<file path="src/core/tspm_cfg.svh">
// Named offsets, codes, field positions and reset values of the probe mux
`ifndef TSPM_CFG_SVH
`define TSPM_CFG_SVH
// ==========================================================================
// Command codes
`define TSPM_CMD_ANALOG   8'h19
`define TSPM_CMD_DIGITAL  8'h18
`define TSPM_CMD_RFLOAD   8'h11
// ==========================================================================
// Digital probe groups and selections
`define TSPM_GRP_RXDATA   8'h70
`define TSPM_GRP_RXERR    8'h73
`define TSPM_SEL_CARRIER  4'h8
`define TSPM_SEL_7        4'h7
`define TSPM_SEL_6        4'h6
`define TSPM_SEL_5        4'h5
`define TSPM_SEL_4        4'h4
`define TSPM_SEL_3        4'h3
`define TSPM_SEL_2        4'h2
`define TSPM_SEL_1        4'h1
`define TSPM_SEL_0        4'h0
`define TSPM_PIN_LAST     4'h3
`define TSPM_LEN_LIMIT    8'h1c
// ==========================================================================
// Analog selection codes
`define TSPM_ANA_DAC      8'h00
`define TSPM_ANA_Q_RAW    8'h01
`define TSPM_ANA_I_RAW    8'h02
`define TSPM_ANA_Q_FILT   8'h03
`define TSPM_ANA_I_FILT   8'h04
`define TSPM_ANA_THRESH   8'h05
`define TSPM_ANA_RAW_CORRELATION_F   8'h06
`define TSPM_ANA_RAW_CORRELATION_R   8'h07
`define TSPM_ANA_PSK      8'h09
`define TSPM_ANA_SUBC     8'h0a
// ==========================================================================
// Non-volatile memory layout
`define TSPM_NVM_TB_ADDR  8'h17
`define TSPM_TB_EN_BIT    7
`define TSPM_RF_NVM_BASE  8'h80
`define TSPM_RF_LAST      3'h7
`define TSPM_NVM_RESET    8'h00
// ==========================================================================
// Register word offsets and fields
`define TSPM_REG_CMD      4'h0
`define TSPM_REG_STATUS   4'h1
`define TSPM_REG_CTRL     4'h2
`define TSPM_REG_NVM_ADDR 4'h3
`define TSPM_REG_NVM_DATA 4'h4
`define TSPM_RF_WIN_BIT   3
`define TSPM_ST_BUSY      0
`define TSPM_ST_STATE_LSB 1
`define TSPM_ST_STATE_MSB 3
`define TSPM_ST_ANA_ACT   4
`define TSPM_ST_TB_EN     5
`define TSPM_ST_BIT_DET   6
`define TSPM_CT_BUSY_CLR  0
`define TSPM_CT_MULTI     1
`define TSPM_CT_MIN_LSB   8
`define TSPM_CT_MIN_MSB   15
`define TSPM_RF_DEFAULT   8'h00
`define TSPM_MIN_DEFAULT  8'h00
`endif

</file>
<file path="src/core/tspm_pkg.sv">
// Types shared by the probe mux and its memory
package tspm_pkg;
   // =======================================================================
   // Bus and signal carriers
   typedef struct packed {
      logic [3:0]  address;
      logic        read;
      logic        write;
      logic [31:0] writedata;
   } tspm_avs_req_t;
   typedef struct packed {
      logic [31:0] readdata;
      logic        waitrequest;
   } tspm_avs_rsp_t;
   typedef struct packed {
      logic       end_of_data;
      logic       data_valid;
      logic       rx_data;
      logic       rx_active;
      logic       rx_receiving;
      logic       rx_chain_reset;
      logic       bit_clock;
      logic       collision;
      logic       data_err;
      logic       proto_err;
      logic [7:0] frame_length_byte;
   } tspm_rx_sig_t;
   typedef struct packed {
      logic [7:0] dac_value;
      logic [7:0] q_raw;
      logic [7:0] i_raw;
      logic [7:0] q_filt;
      logic [7:0] i_filt;
      logic [7:0] filtered_correlation;
      logic [7:0] raw_correlation;
      logic [7:0] signal_strength;
      logic [7:0] phase_shift_sum;
      logic [7:0] subcarrier_sum;
      logic       start_bit;
   } tspm_ana_sig_t;
   typedef struct packed {
      logic [7:0] group;
      logic [3:0] sel;
   } tspm_pin_cfg_t;
   // =======================================================================
   // Command engine
   typedef enum logic [2:0] {
      TSPM_IDLE   = 3'b000,
      TSPM_ANA_P1 = 3'b001,
      TSPM_ANA_P2 = 3'b010,
      TSPM_DIG_GR = 3'b011,
      TSPM_DIG_PS = 3'b100,
      TSPM_RFLOAD = 3'b101
   } tspm_cmd_state_t;
   typedef struct packed {
      tspm_cmd_state_t     cmd_state;
      logic [7:0]          ana_sel_two;
      logic [7:0]          ana_sel_one;
      logic                ana_active;
      tspm_pin_cfg_t [3:0] pins;
      logic [7:0]          dig_group;
      logic                busy;
      logic                multi_frame_receive;
      logic [7:0]          min_level;
      logic [7:0]          nvm_addr;
      logic [7:0][7:0]     rf;
      logic [2:0]          rf_idx;
      logic                start_seen;
      logic                ack;
      logic [31:0]         readdata;
      logic [3:0]          dig_out;
      logic [7:0]          aux_one;
      logic [7:0]          aux_two;
      logic [1:0]          aux_en;
      logic                bit_detect;
   } tspm_state_t;
   typedef struct packed {
      logic [255:0][7:0] mem;
   } tspm_nvm_state_t;
endpackage : tspm_pkg

</file>
<file path="src/core/tspm_nvm.sv">
// Non-volatile byte store with one write port, one read port and a fixed read of the probe bus enable byte
`include "tspm_cfg.svh"
module tspm_nvm (
   input  wire logic       clk_i,     // Core clock
   input  wire logic       resetn_i,  // Async reset, active low
   input  wire logic       we_i,      // Write strobe
   input  wire logic [7:0] addr_i,    // Byte address
   input  wire logic [7:0] wdata_i,   // Write data
   output logic      [7:0] rdata_o,   // Read data at addr_i
   output logic      [7:0] tb_byte_o  // Probe bus enable byte
);
   import tspm_pkg::*;

   tspm_nvm_state_t s;
   tspm_nvm_state_t next_s;

   // Reset stands in for the stored image so simulation starts defined
   always_comb begin
      next_s = s;
      if (we_i) begin
         next_s.mem[addr_i] = wdata_i;
      end
   end

   always_ff @(posedge clk_i or negedge resetn_i) begin
      if (!resetn_i) begin
         s <= '0;
      end else begin
         s <= next_s;
      end
   end

   assign rdata_o   = s.mem[addr_i];
   assign tb_byte_o = s.mem[`TSPM_NVM_TB_ADDR];
endmodule // tspm_nvm

</file>
<file path="src/core/tspm_probe_mux.sv">
// Command-driven probe multiplexer with register slave and settings load
`include "tspm_cfg.svh"
module tspm_probe_mux (
   input  wire logic                    CLK_I,         // Core clock 25 MHz
   input  wire logic                    RESETN_I,      // Async reset, low
   input  wire tspm_pkg::tspm_avs_req_t AVS_I,         // Avalon-MM request
   output tspm_pkg::tspm_avs_rsp_t      AVS_O,         // Avalon-MM answer
   input  wire tspm_pkg::tspm_rx_sig_t  RX_I,          // Receiver flags
   input  wire tspm_pkg::tspm_ana_sig_t ANA_I,         // Receiver samples
   input  wire logic                    CARRIER_I,     // Carrier clock
   output logic                  [3:0]  DIG_O,         // IRQ,AUXILIARY_PIN_ONE,AUXILIARY_PIN_TWO,GPO1
   output logic                  [7:0]  AUX_ONE_O,     // Analog on pin one
   output logic                  [7:0]  AUX_TWO_O,     // Analog on pin two
   output logic                  [1:0]  AUX_EN_O,      // Analog valid 1/2
   output logic                         BIT_DETECT_O,  // Bit detected
   output logic                  [7:0]  RF_REG_O [8]   // RF settings
);
   import tspm_pkg::*;

   // ========================================================================
   // Signal selection
   function automatic logic dig_select(
      input tspm_pin_cfg_t c,
      input tspm_rx_sig_t  r,
      input logic          long_frame,
      input logic          carrier
   );
      logic v;
      v = 1'b0;
      if (c.sel == `TSPM_SEL_CARRIER) begin
         v = carrier;
      end else if (c.group == `TSPM_GRP_RXDATA) begin
         unique case (c.sel)
            `TSPM_SEL_7: v = r.collision;
            `TSPM_SEL_6: v = r.end_of_data;
            `TSPM_SEL_5: v = r.data_valid;
            `TSPM_SEL_4: v = r.rx_data;
            `TSPM_SEL_3: v = r.rx_active;
            `TSPM_SEL_2: v = r.rx_receiving;
            `TSPM_SEL_1: v = r.rx_chain_reset;
            `TSPM_SEL_0: v = r.bit_clock;
            default:     v = 1'b0;
         endcase
      end else if (c.group == `TSPM_GRP_RXERR) begin
         unique case (c.sel)
            `TSPM_SEL_7: v = r.data_err | r.proto_err | r.collision;
            `TSPM_SEL_6: v = long_frame;
            `TSPM_SEL_2: v = r.collision;
            `TSPM_SEL_1: v = r.proto_err;
            `TSPM_SEL_0: v = r.data_err;
            default:     v = 1'b0;
         endcase
      end
      return v;
   endfunction

   function automatic logic [7:0] ana_select(
      input logic [7:0]    code,
      input tspm_ana_sig_t a,
      input logic [7:0]    thresh
   );
      logic [7:0] v;
      v = 8'h00;
      unique case (code)
         `TSPM_ANA_DAC:    v = a.dac_value;
         `TSPM_ANA_Q_RAW:  v = a.q_raw;
         `TSPM_ANA_I_RAW:  v = a.i_raw;
         `TSPM_ANA_Q_FILT: v = a.q_filt;
         `TSPM_ANA_I_FILT: v = a.i_filt;
         `TSPM_ANA_THRESH: v = thresh;
         `TSPM_ANA_RAW_CORRELATION_F: v = a.filtered_correlation;
         `TSPM_ANA_RAW_CORRELATION_R: v = a.raw_correlation;
         `TSPM_ANA_PSK:    v = a.phase_shift_sum;
         `TSPM_ANA_SUBC:   v = a.subcarrier_sum;
         default:          v = 8'h00;
      endcase
      return v;
   endfunction

   // ========================================================================
   // State and memory
   tspm_state_t s;
   tspm_state_t next_s;
   logic        nvm_we;
   logic [7:0]  nvm_addr;
   logic [7:0]  nvm_rdata;
   logic [7:0]  tb_byte;
   logic        tb_en;
   logic        req;
   logic        hold;
   logic        cmd_wr;
   logic [7:0]  cmd_byte;
   logic [7:0]  thresh;
   logic        long_frame;
   logic [3:0]  dig_sel;
   logic        copying;

   tspm_nvm u_nvm (
      .clk_i     (CLK_I),
      .resetn_i  (RESETN_I),
      .we_i      (nvm_we),
      .addr_i    (nvm_addr),
      .wdata_i   (AVS_I.writedata[7:0]),
      .rdata_o   (nvm_rdata),
      .tb_byte_o (tb_byte)
   );

   assign tb_en   = tb_byte[`TSPM_TB_EN_BIT];
   assign copying = (s.cmd_state == TSPM_RFLOAD);
   assign nvm_addr = copying ?
                     (`TSPM_RF_NVM_BASE + {5'h00, s.rf_idx}) : s.nvm_addr;

   // ========================================================================
   // Bus handshake
   // Command and memory accesses wait out a running copy so bytes are
   // never dropped and the memory port is never shared.
   assign req  = AVS_I.read | AVS_I.write;
   assign hold = copying &&
                 (AVS_I.address == `TSPM_REG_CMD ||
                  AVS_I.address == `TSPM_REG_NVM_DATA);
   assign cmd_wr = AVS_I.write && s.ack &&
                   AVS_I.address == `TSPM_REG_CMD;
   assign cmd_byte = AVS_I.writedata[7:0];
   assign nvm_we = AVS_I.write && s.ack &&
                   AVS_I.address == `TSPM_REG_NVM_DATA;

   // ========================================================================
   // Receiver threshold
   assign thresh = s.start_seen ? {1'b0, ANA_I.signal_strength[7:1]}
                                : s.min_level;
   assign long_frame = s.multi_frame_receive &&
                       (RX_I.frame_length_byte > `TSPM_LEN_LIMIT);

   generate
      for (genvar p = 0; p < 4; p++) begin : g_pin
         assign dig_sel[p] = dig_select(s.pins[p], RX_I, long_frame,
                                        CARRIER_I);
      end
   endgenerate

   always_comb begin
      next_s     = s;
      next_s.ack = req && !s.ack && !hold;
      // Read data is taken in the stall cycle and stands at the answer
      if (AVS_I.read && !s.ack && !hold) begin
         next_s.readdata = 32'h0000_0000;
         if (AVS_I.address[`TSPM_RF_WIN_BIT]) begin
            next_s.readdata[7:0] = s.rf[AVS_I.address[2:0]];
         end else begin
            unique case (AVS_I.address)
               `TSPM_REG_STATUS: begin
                  next_s.readdata[`TSPM_ST_BUSY] = s.busy;
                  next_s.readdata[`TSPM_ST_STATE_MSB:`TSPM_ST_STATE_LSB] =
                     s.cmd_state;
                  next_s.readdata[`TSPM_ST_ANA_ACT] = s.ana_active;
                  next_s.readdata[`TSPM_ST_TB_EN]   = tb_en;
                  next_s.readdata[`TSPM_ST_BIT_DET] = s.bit_detect;
               end
               `TSPM_REG_CTRL: begin
                  next_s.readdata[`TSPM_CT_MULTI] = s.multi_frame_receive;
                  next_s.readdata[`TSPM_CT_MIN_MSB:`TSPM_CT_MIN_LSB] =
                     s.min_level;
               end
               `TSPM_REG_NVM_ADDR: next_s.readdata[7:0] = s.nvm_addr;
               `TSPM_REG_NVM_DATA: next_s.readdata[7:0] = nvm_rdata;
               default:            next_s.readdata = 32'h0000_0000;
            endcase
         end
      end
      // Register writes take effect at the edge that ends the access, one edge after the wait ends
      if (AVS_I.write && s.ack) begin
         unique case (AVS_I.address)
            `TSPM_REG_CTRL: begin
               if (AVS_I.writedata[`TSPM_CT_BUSY_CLR]) begin
                  next_s.busy = 1'b0;
               end
               next_s.multi_frame_receive =
                  AVS_I.writedata[`TSPM_CT_MULTI];
               next_s.min_level =
                  AVS_I.writedata[`TSPM_CT_MIN_MSB:`TSPM_CT_MIN_LSB];
            end
            `TSPM_REG_NVM_ADDR: next_s.nvm_addr = AVS_I.writedata[7:0];
            default: ;
         endcase
      end
      // Command engine; a completion setting busy wins over a clear
      unique case (s.cmd_state)
         TSPM_IDLE: begin
            if (cmd_wr) begin
               if (cmd_byte == `TSPM_CMD_ANALOG) begin
                  next_s.busy      = 1'b0;
                  next_s.cmd_state = TSPM_ANA_P1;
               end else if (cmd_byte == `TSPM_CMD_DIGITAL) begin
                  next_s.busy      = 1'b0;
                  next_s.cmd_state = TSPM_DIG_GR;
               end else if (cmd_byte == `TSPM_CMD_RFLOAD) begin
                  next_s.busy      = 1'b0;
                  next_s.rf_idx    = 3'h0;
                  next_s.cmd_state = TSPM_RFLOAD;
               end
            end
         end
         TSPM_ANA_P1: begin
            if (cmd_wr) begin
               next_s.ana_sel_two = cmd_byte;
               next_s.cmd_state   = TSPM_ANA_P2;
            end
         end
         TSPM_ANA_P2: begin
            if (cmd_wr) begin
               next_s.ana_sel_one = cmd_byte;
               next_s.ana_active  = 1'b1;
               next_s.busy        = 1'b1;
               next_s.cmd_state   = TSPM_IDLE;
            end
         end
         TSPM_DIG_GR: begin
            if (cmd_wr) begin
               next_s.dig_group = cmd_byte;
               next_s.cmd_state = TSPM_DIG_PS;
            end
         end
         TSPM_DIG_PS: begin
            if (cmd_wr) begin
               // Only the addressed pin changes; others keep theirs
               if (cmd_byte[7:4] <= `TSPM_PIN_LAST) begin
                  next_s.pins[cmd_byte[5:4]].group = s.dig_group;
                  next_s.pins[cmd_byte[5:4]].sel   = cmd_byte[3:0];
               end
               next_s.busy      = 1'b1;
               next_s.cmd_state = TSPM_IDLE;
            end
         end
         TSPM_RFLOAD: begin
            next_s.rf[s.rf_idx] = nvm_rdata;
            next_s.rf_idx       = s.rf_idx + 3'h1;
            if (s.rf_idx == `TSPM_RF_LAST) begin
               next_s.busy      = 1'b1;
               next_s.cmd_state = TSPM_IDLE;
            end
         end
         default: next_s.cmd_state = TSPM_IDLE;
      endcase
      // Threshold tracking; a start bit wins over a chain reset
      if (ANA_I.start_bit) begin
         next_s.start_seen = 1'b1;
      end else if (RX_I.rx_chain_reset) begin
         next_s.start_seen = 1'b0;
      end
      next_s.bit_detect = ANA_I.filtered_correlation > thresh;
      // Probe outputs are registered, so the carrier is resampled at core rate
      next_s.dig_out = tb_en ? dig_sel : 4'h0;
      if (tb_en && s.ana_active) begin
         next_s.aux_two = ana_select(s.ana_sel_two, ANA_I, thresh);
         next_s.aux_one = ana_select(s.ana_sel_one, ANA_I, thresh);
         next_s.aux_en  = 2'b11;
      end else begin
         next_s.aux_two = 8'h00;
         next_s.aux_one = 8'h00;
         next_s.aux_en  = 2'b00;
      end
   end

   always_ff @(posedge CLK_I or negedge RESETN_I) begin
      if (!RESETN_I) begin
         s           <= '0;
         s.cmd_state <= TSPM_IDLE;
         s.rf        <= {8{`TSPM_RF_DEFAULT}};
         s.min_level <= `TSPM_MIN_DEFAULT;
      end else begin
         s <= next_s;
      end
   end

   // ========================================================================
   // Outputs
   assign AVS_O.readdata    = s.readdata;
   assign AVS_O.waitrequest = req && !s.ack;
   assign DIG_O             = s.dig_out;
   assign AUX_ONE_O         = s.aux_one;
   assign AUX_TWO_O         = s.aux_two;
   assign AUX_EN_O          = s.aux_en;
   assign BIT_DETECT_O      = s.bit_detect;

   generate
      for (genvar r = 0; r < 8; r++) begin : g_rf
         assign RF_REG_O[r] = s.rf[r];
      end
   endgenerate
endmodule // tspm_probe_mux

</file>
<file path="config.mk">
export PLATFORM = sky130hd
export DESIGN_NAME = tspm_probe_mux
export DESIGN_NICKNAME = d
export VERILOG_FILES = /design/src/core/tspm_pkg.sv /design/src/core/tspm_nvm.sv /design/src/core/tspm_probe_mux.sv
export VERILOG_INCLUDE_DIRS = /design/src /design/src/core
export SDC_FILE = /design/constraint.sdc
export NUM_CORES = 2
export LEC_CHECK = 0
export BUFFER_PORTS_ARGS = -buffer_cell sky130_fd_sc_hd__buf_2
export CAP_MARGIN = 30
export CORE_MARGIN = 2
export CORE_UTILIZATION = 43
export DETAILED_ROUTE_END_ITERATION = 6
export HOLD_SLACK_MARGIN = 0.15
export PLACE_DENSITY = 0.57
export SLEW_MARGIN = 30
export SYNTH_ARGS = -nofsm -noshare
export SYNTH_HDL_FRONTEND = slang
export SYNTH_HIERARCHICAL = 1
export SYNTH_SLANG_ARGS = --single-unit
</file>
<file path="constraint.sdc">
create_clock -name CLK_I -period 5.5 [get_ports CLK_I]
set_input_delay 0.275 -clock CLK_I [delete_from_list [all_inputs] [get_ports CLK_I]]
set_output_delay 0.275 -clock CLK_I [all_outputs]
set_load 0.05 [all_outputs]
</file>
==> summary.txt <==
Clock tree
  • Clock root buffer: clkbuf_16
  • H-Tree Depth: 4
  • CTS tree: built
  • Worst-path clk slew: 0.06 ns
  • CTS Buffer Depth: 3
  • Num CTS Buffers: around 240
  • Clock Sinks: 2249
  • Later-pin clock latency in the skew report: 0.87 ns
  • Post-CTS Setup Bufs: 0

Drt
  • Post-Route WL: 286000 microns
  • Post-route DRC: 0
  • Vias per cell: 5.87
  • Wire length per cell: 27.3 microns
  • Initial drt markers: 4783
  • Routed Antenna Nets: 0
  • Drt pass-1 iters: 6
  • Via count: 61500

Global routing
  • Via count of the first global-routing pass: 64300
  • Overflow after GRT: 0
  • Met3 usage: 3.75%
  • GR Util met2: a little over a third
  • First-pass GRT wire length: 434000 microns
  • Routing layer with the top usage in global route: met2
  • Initial antenna violation count: 9
  • All-Layer GR Usage: 23.0%
  • Largest net degree at the start of global routing: 198
  • Met1 usage: between 30 and 40%

Timing
  • Setup_tns: 0 ns
  • Relative slew slack: 18.9%
  • Final period util: about 91%
  • Final Max Slew Viols: 0
  • Fmax: 201 MHz
  • Fin. Hold Viols: 0
  • RSZ-0062 raised after global routing: false
  • Post-layout min period: 4.98 ns
  • Slew @ Worst Pin: roughly 1.2 ns
  • Setup Viol. Count Final: 0
  • Final setup skew: 0.0696 ns

Final layout
  • Final core occ: 48.9%
  • Area Overhead vs Synth: 13.3%
  • Fraction of layout cells with a size suffix above 1: 53.1%
  • Layout net count: 7213

Die
  • Area of the die: about 0.25 sq mm
  • I/O pin cnt: 260
  • Std cell rows: 181
  • Die span in y: 498 microns
  • Die width: 498 microns
  • Initial Utilization: around 43%
  • Core area: ~0.24 sq mm

Setup path
  • Critical path peak fanout: 21
  • CP required: 6.26 ns
  • Data arrival, critical path: 5.74 ns
  • CP Class: register to register
  • Worst Setup Start Kind: register
  • CP endpoint kind: register

Placement
  • GPL Wtd Cong: 0.868
  • HPWL Detailed: 180000 microns
  • Buffers added on ports: 226

Job
  • MaxCap Viol Count: 0

Status
  • Status: finished clean

Power and ir drop
  • Power Density: 312 mW/mm^2
  • Leakage Power: between 0.05 and 0.06 uW
  • Worst VDD drop: between 0.3 and 0.4 mV

Logic synthesis
  • Syn_area_per_cell: 15.2 sq um
  • Post-Syn Area: roughly 0.10 sq mm
  • Synth Instances: 6898
  • Synth warnings: 6

Hold path
  • Hold Path Class: input pin to register
layer usage:
| layer | routed length [microns] | up-vias |
|---|---|---|
| met3 | 13600 | 427 |
| met2 | 135000 | 1503 |
| met4 | 7410 | 2 |
| met1 | 130000 | 33400 |
| met5 | 19 | - |
| li1 | - | 26100 |
registers in the layout, indices dropped and copies added (netlist names):
name,flops
AUX_EN_O,1
AUX_ONE_O,8
AUX_TWO_O,8
AVS_O,16
BIT_DETECT_O,1
DIG_O,4
RF_REG_O,64
s,99
u_nvm/s,2040
u_nvm/tb_byte_o,8
metrics by stage:
stage | power [uW] | instance area (sq um) | setup slack, ns | std cells | hold WS, ns
after floorplan | 19300 | 105000 | 1.82 | 6913 | -0.0206
after global placement | 21000 | 110000 | 0.180 | 9924 | 0.329
after CTS | 37500 | 119000 | 0.530 | 10500 | 0.158
final | 37100 | 119000 | 0.521 | 10500 | 0.227
after global routing | 38400 | 119000 | 0.195 | 10500 | 0.237
after detailed placement | 21100 | 110000 | 0.552 | 9926 | 0.333
layout by cell type, fill, tap and decap left out, types with 18 or more instances in the layout:
| cell | n |
|---|---|
| buf_2 | 217 |
| o41ai_1 | 20 |
| nor2_2 | 89 |
| mux2i_1 | 32 |
| clkbuf_1 | 66 |
| nand2_2 | 56 |
| mux2_2 | 2180 |
| nor2_4 | 98 |
| clkbuf_8 | 71 |
| nand3_1 | 18 |
| mux2_1 | 27 |
| dlygate4sd3_1 | 91 |
| buf_4 | 175 |
| clkinv_2 | 38 |
| mux4_2 | 540 |
| buf_12 | 55 |
| clkbuf_16 | 241 |
| nand2_1 | 105 |
| o21ai_0 | 44 |
| dfrtp_1 | 2249 |
| a21oi_1 | 163 |
| nor2_1 | 84 |
| a22oi_1 | 279 |
where the power goes:
group          switching, uW  leakage [uW]  internal (uW)
clock network           6790       0.00396           9480
registers               64.1        0.0314          16600
logic                   2760        0.0201           1310
area by class of cell:
cell class | count | area (sq um)
tap | 3202 | 4010
antenna | 10 | 25.0
fill | 20700 | 124000
sequential | 2249 | 56300
clock buffer | 378 | 7260
clock inverter | 65 | 769
multi-input combinational | 4004 | 45700
timing repair buffer | 558 | 4810
inverter | 11 | 41.3
final timing paths:
kind / cells after the start / startpoint / endpoint / slack (ns)
setup / recovery: 16 / s[216]$_DFFE_PN0P_ / AVS_O[5]$_DFFE_PN0P_ / 0.52
hold reg to reg: 1 / AVS_O[5]$_DFFE_PN0P_ / AVS_O[5]$_DFFE_PN0P_ / 0.48
hold / removal: 6 / RX_I[8] / DIG_O[3]$_DFF_PN0_ / 0.23
setup reg to reg: 16 / s[216]$_DFFE_PN0P_ / AVS_O[5]$_DFFE_PN0P_ / 0.52
max in group asynchronous: 4 / RESETN_I / u_nvm/s[1737]$_DFFE_PN0P_ / 3.88
min in group asynchronous: 3 / RESETN_I / u_nvm/s[1855]$_DFFE_PN0P_ / 0.27
critical path: stages (launching register included):
cell and delay, ns:
dfrtp_1 0.42, and3b_1 0.33, nand2_1 0.12, nand2_4 0.29, buf_12 0.27, buf_4 0.37, buf_4 0.30, mux4_2 0.55
a22oi_1 0.24, a21oi_1 0.15, o41ai_1 0.37, buf_4 0.26, nand4_1 0.22, buf_4 0.29, a221oi_1 0.30, a211oi_1 0.09
a21o_1 0.18
timing repair:
item                                    CTS  global route
endpoints found under the hold margin  1230             0
hold buffers                             92             0
resized for setup                         0             0
Note: power is estimated with default switching activity, not from simulation.
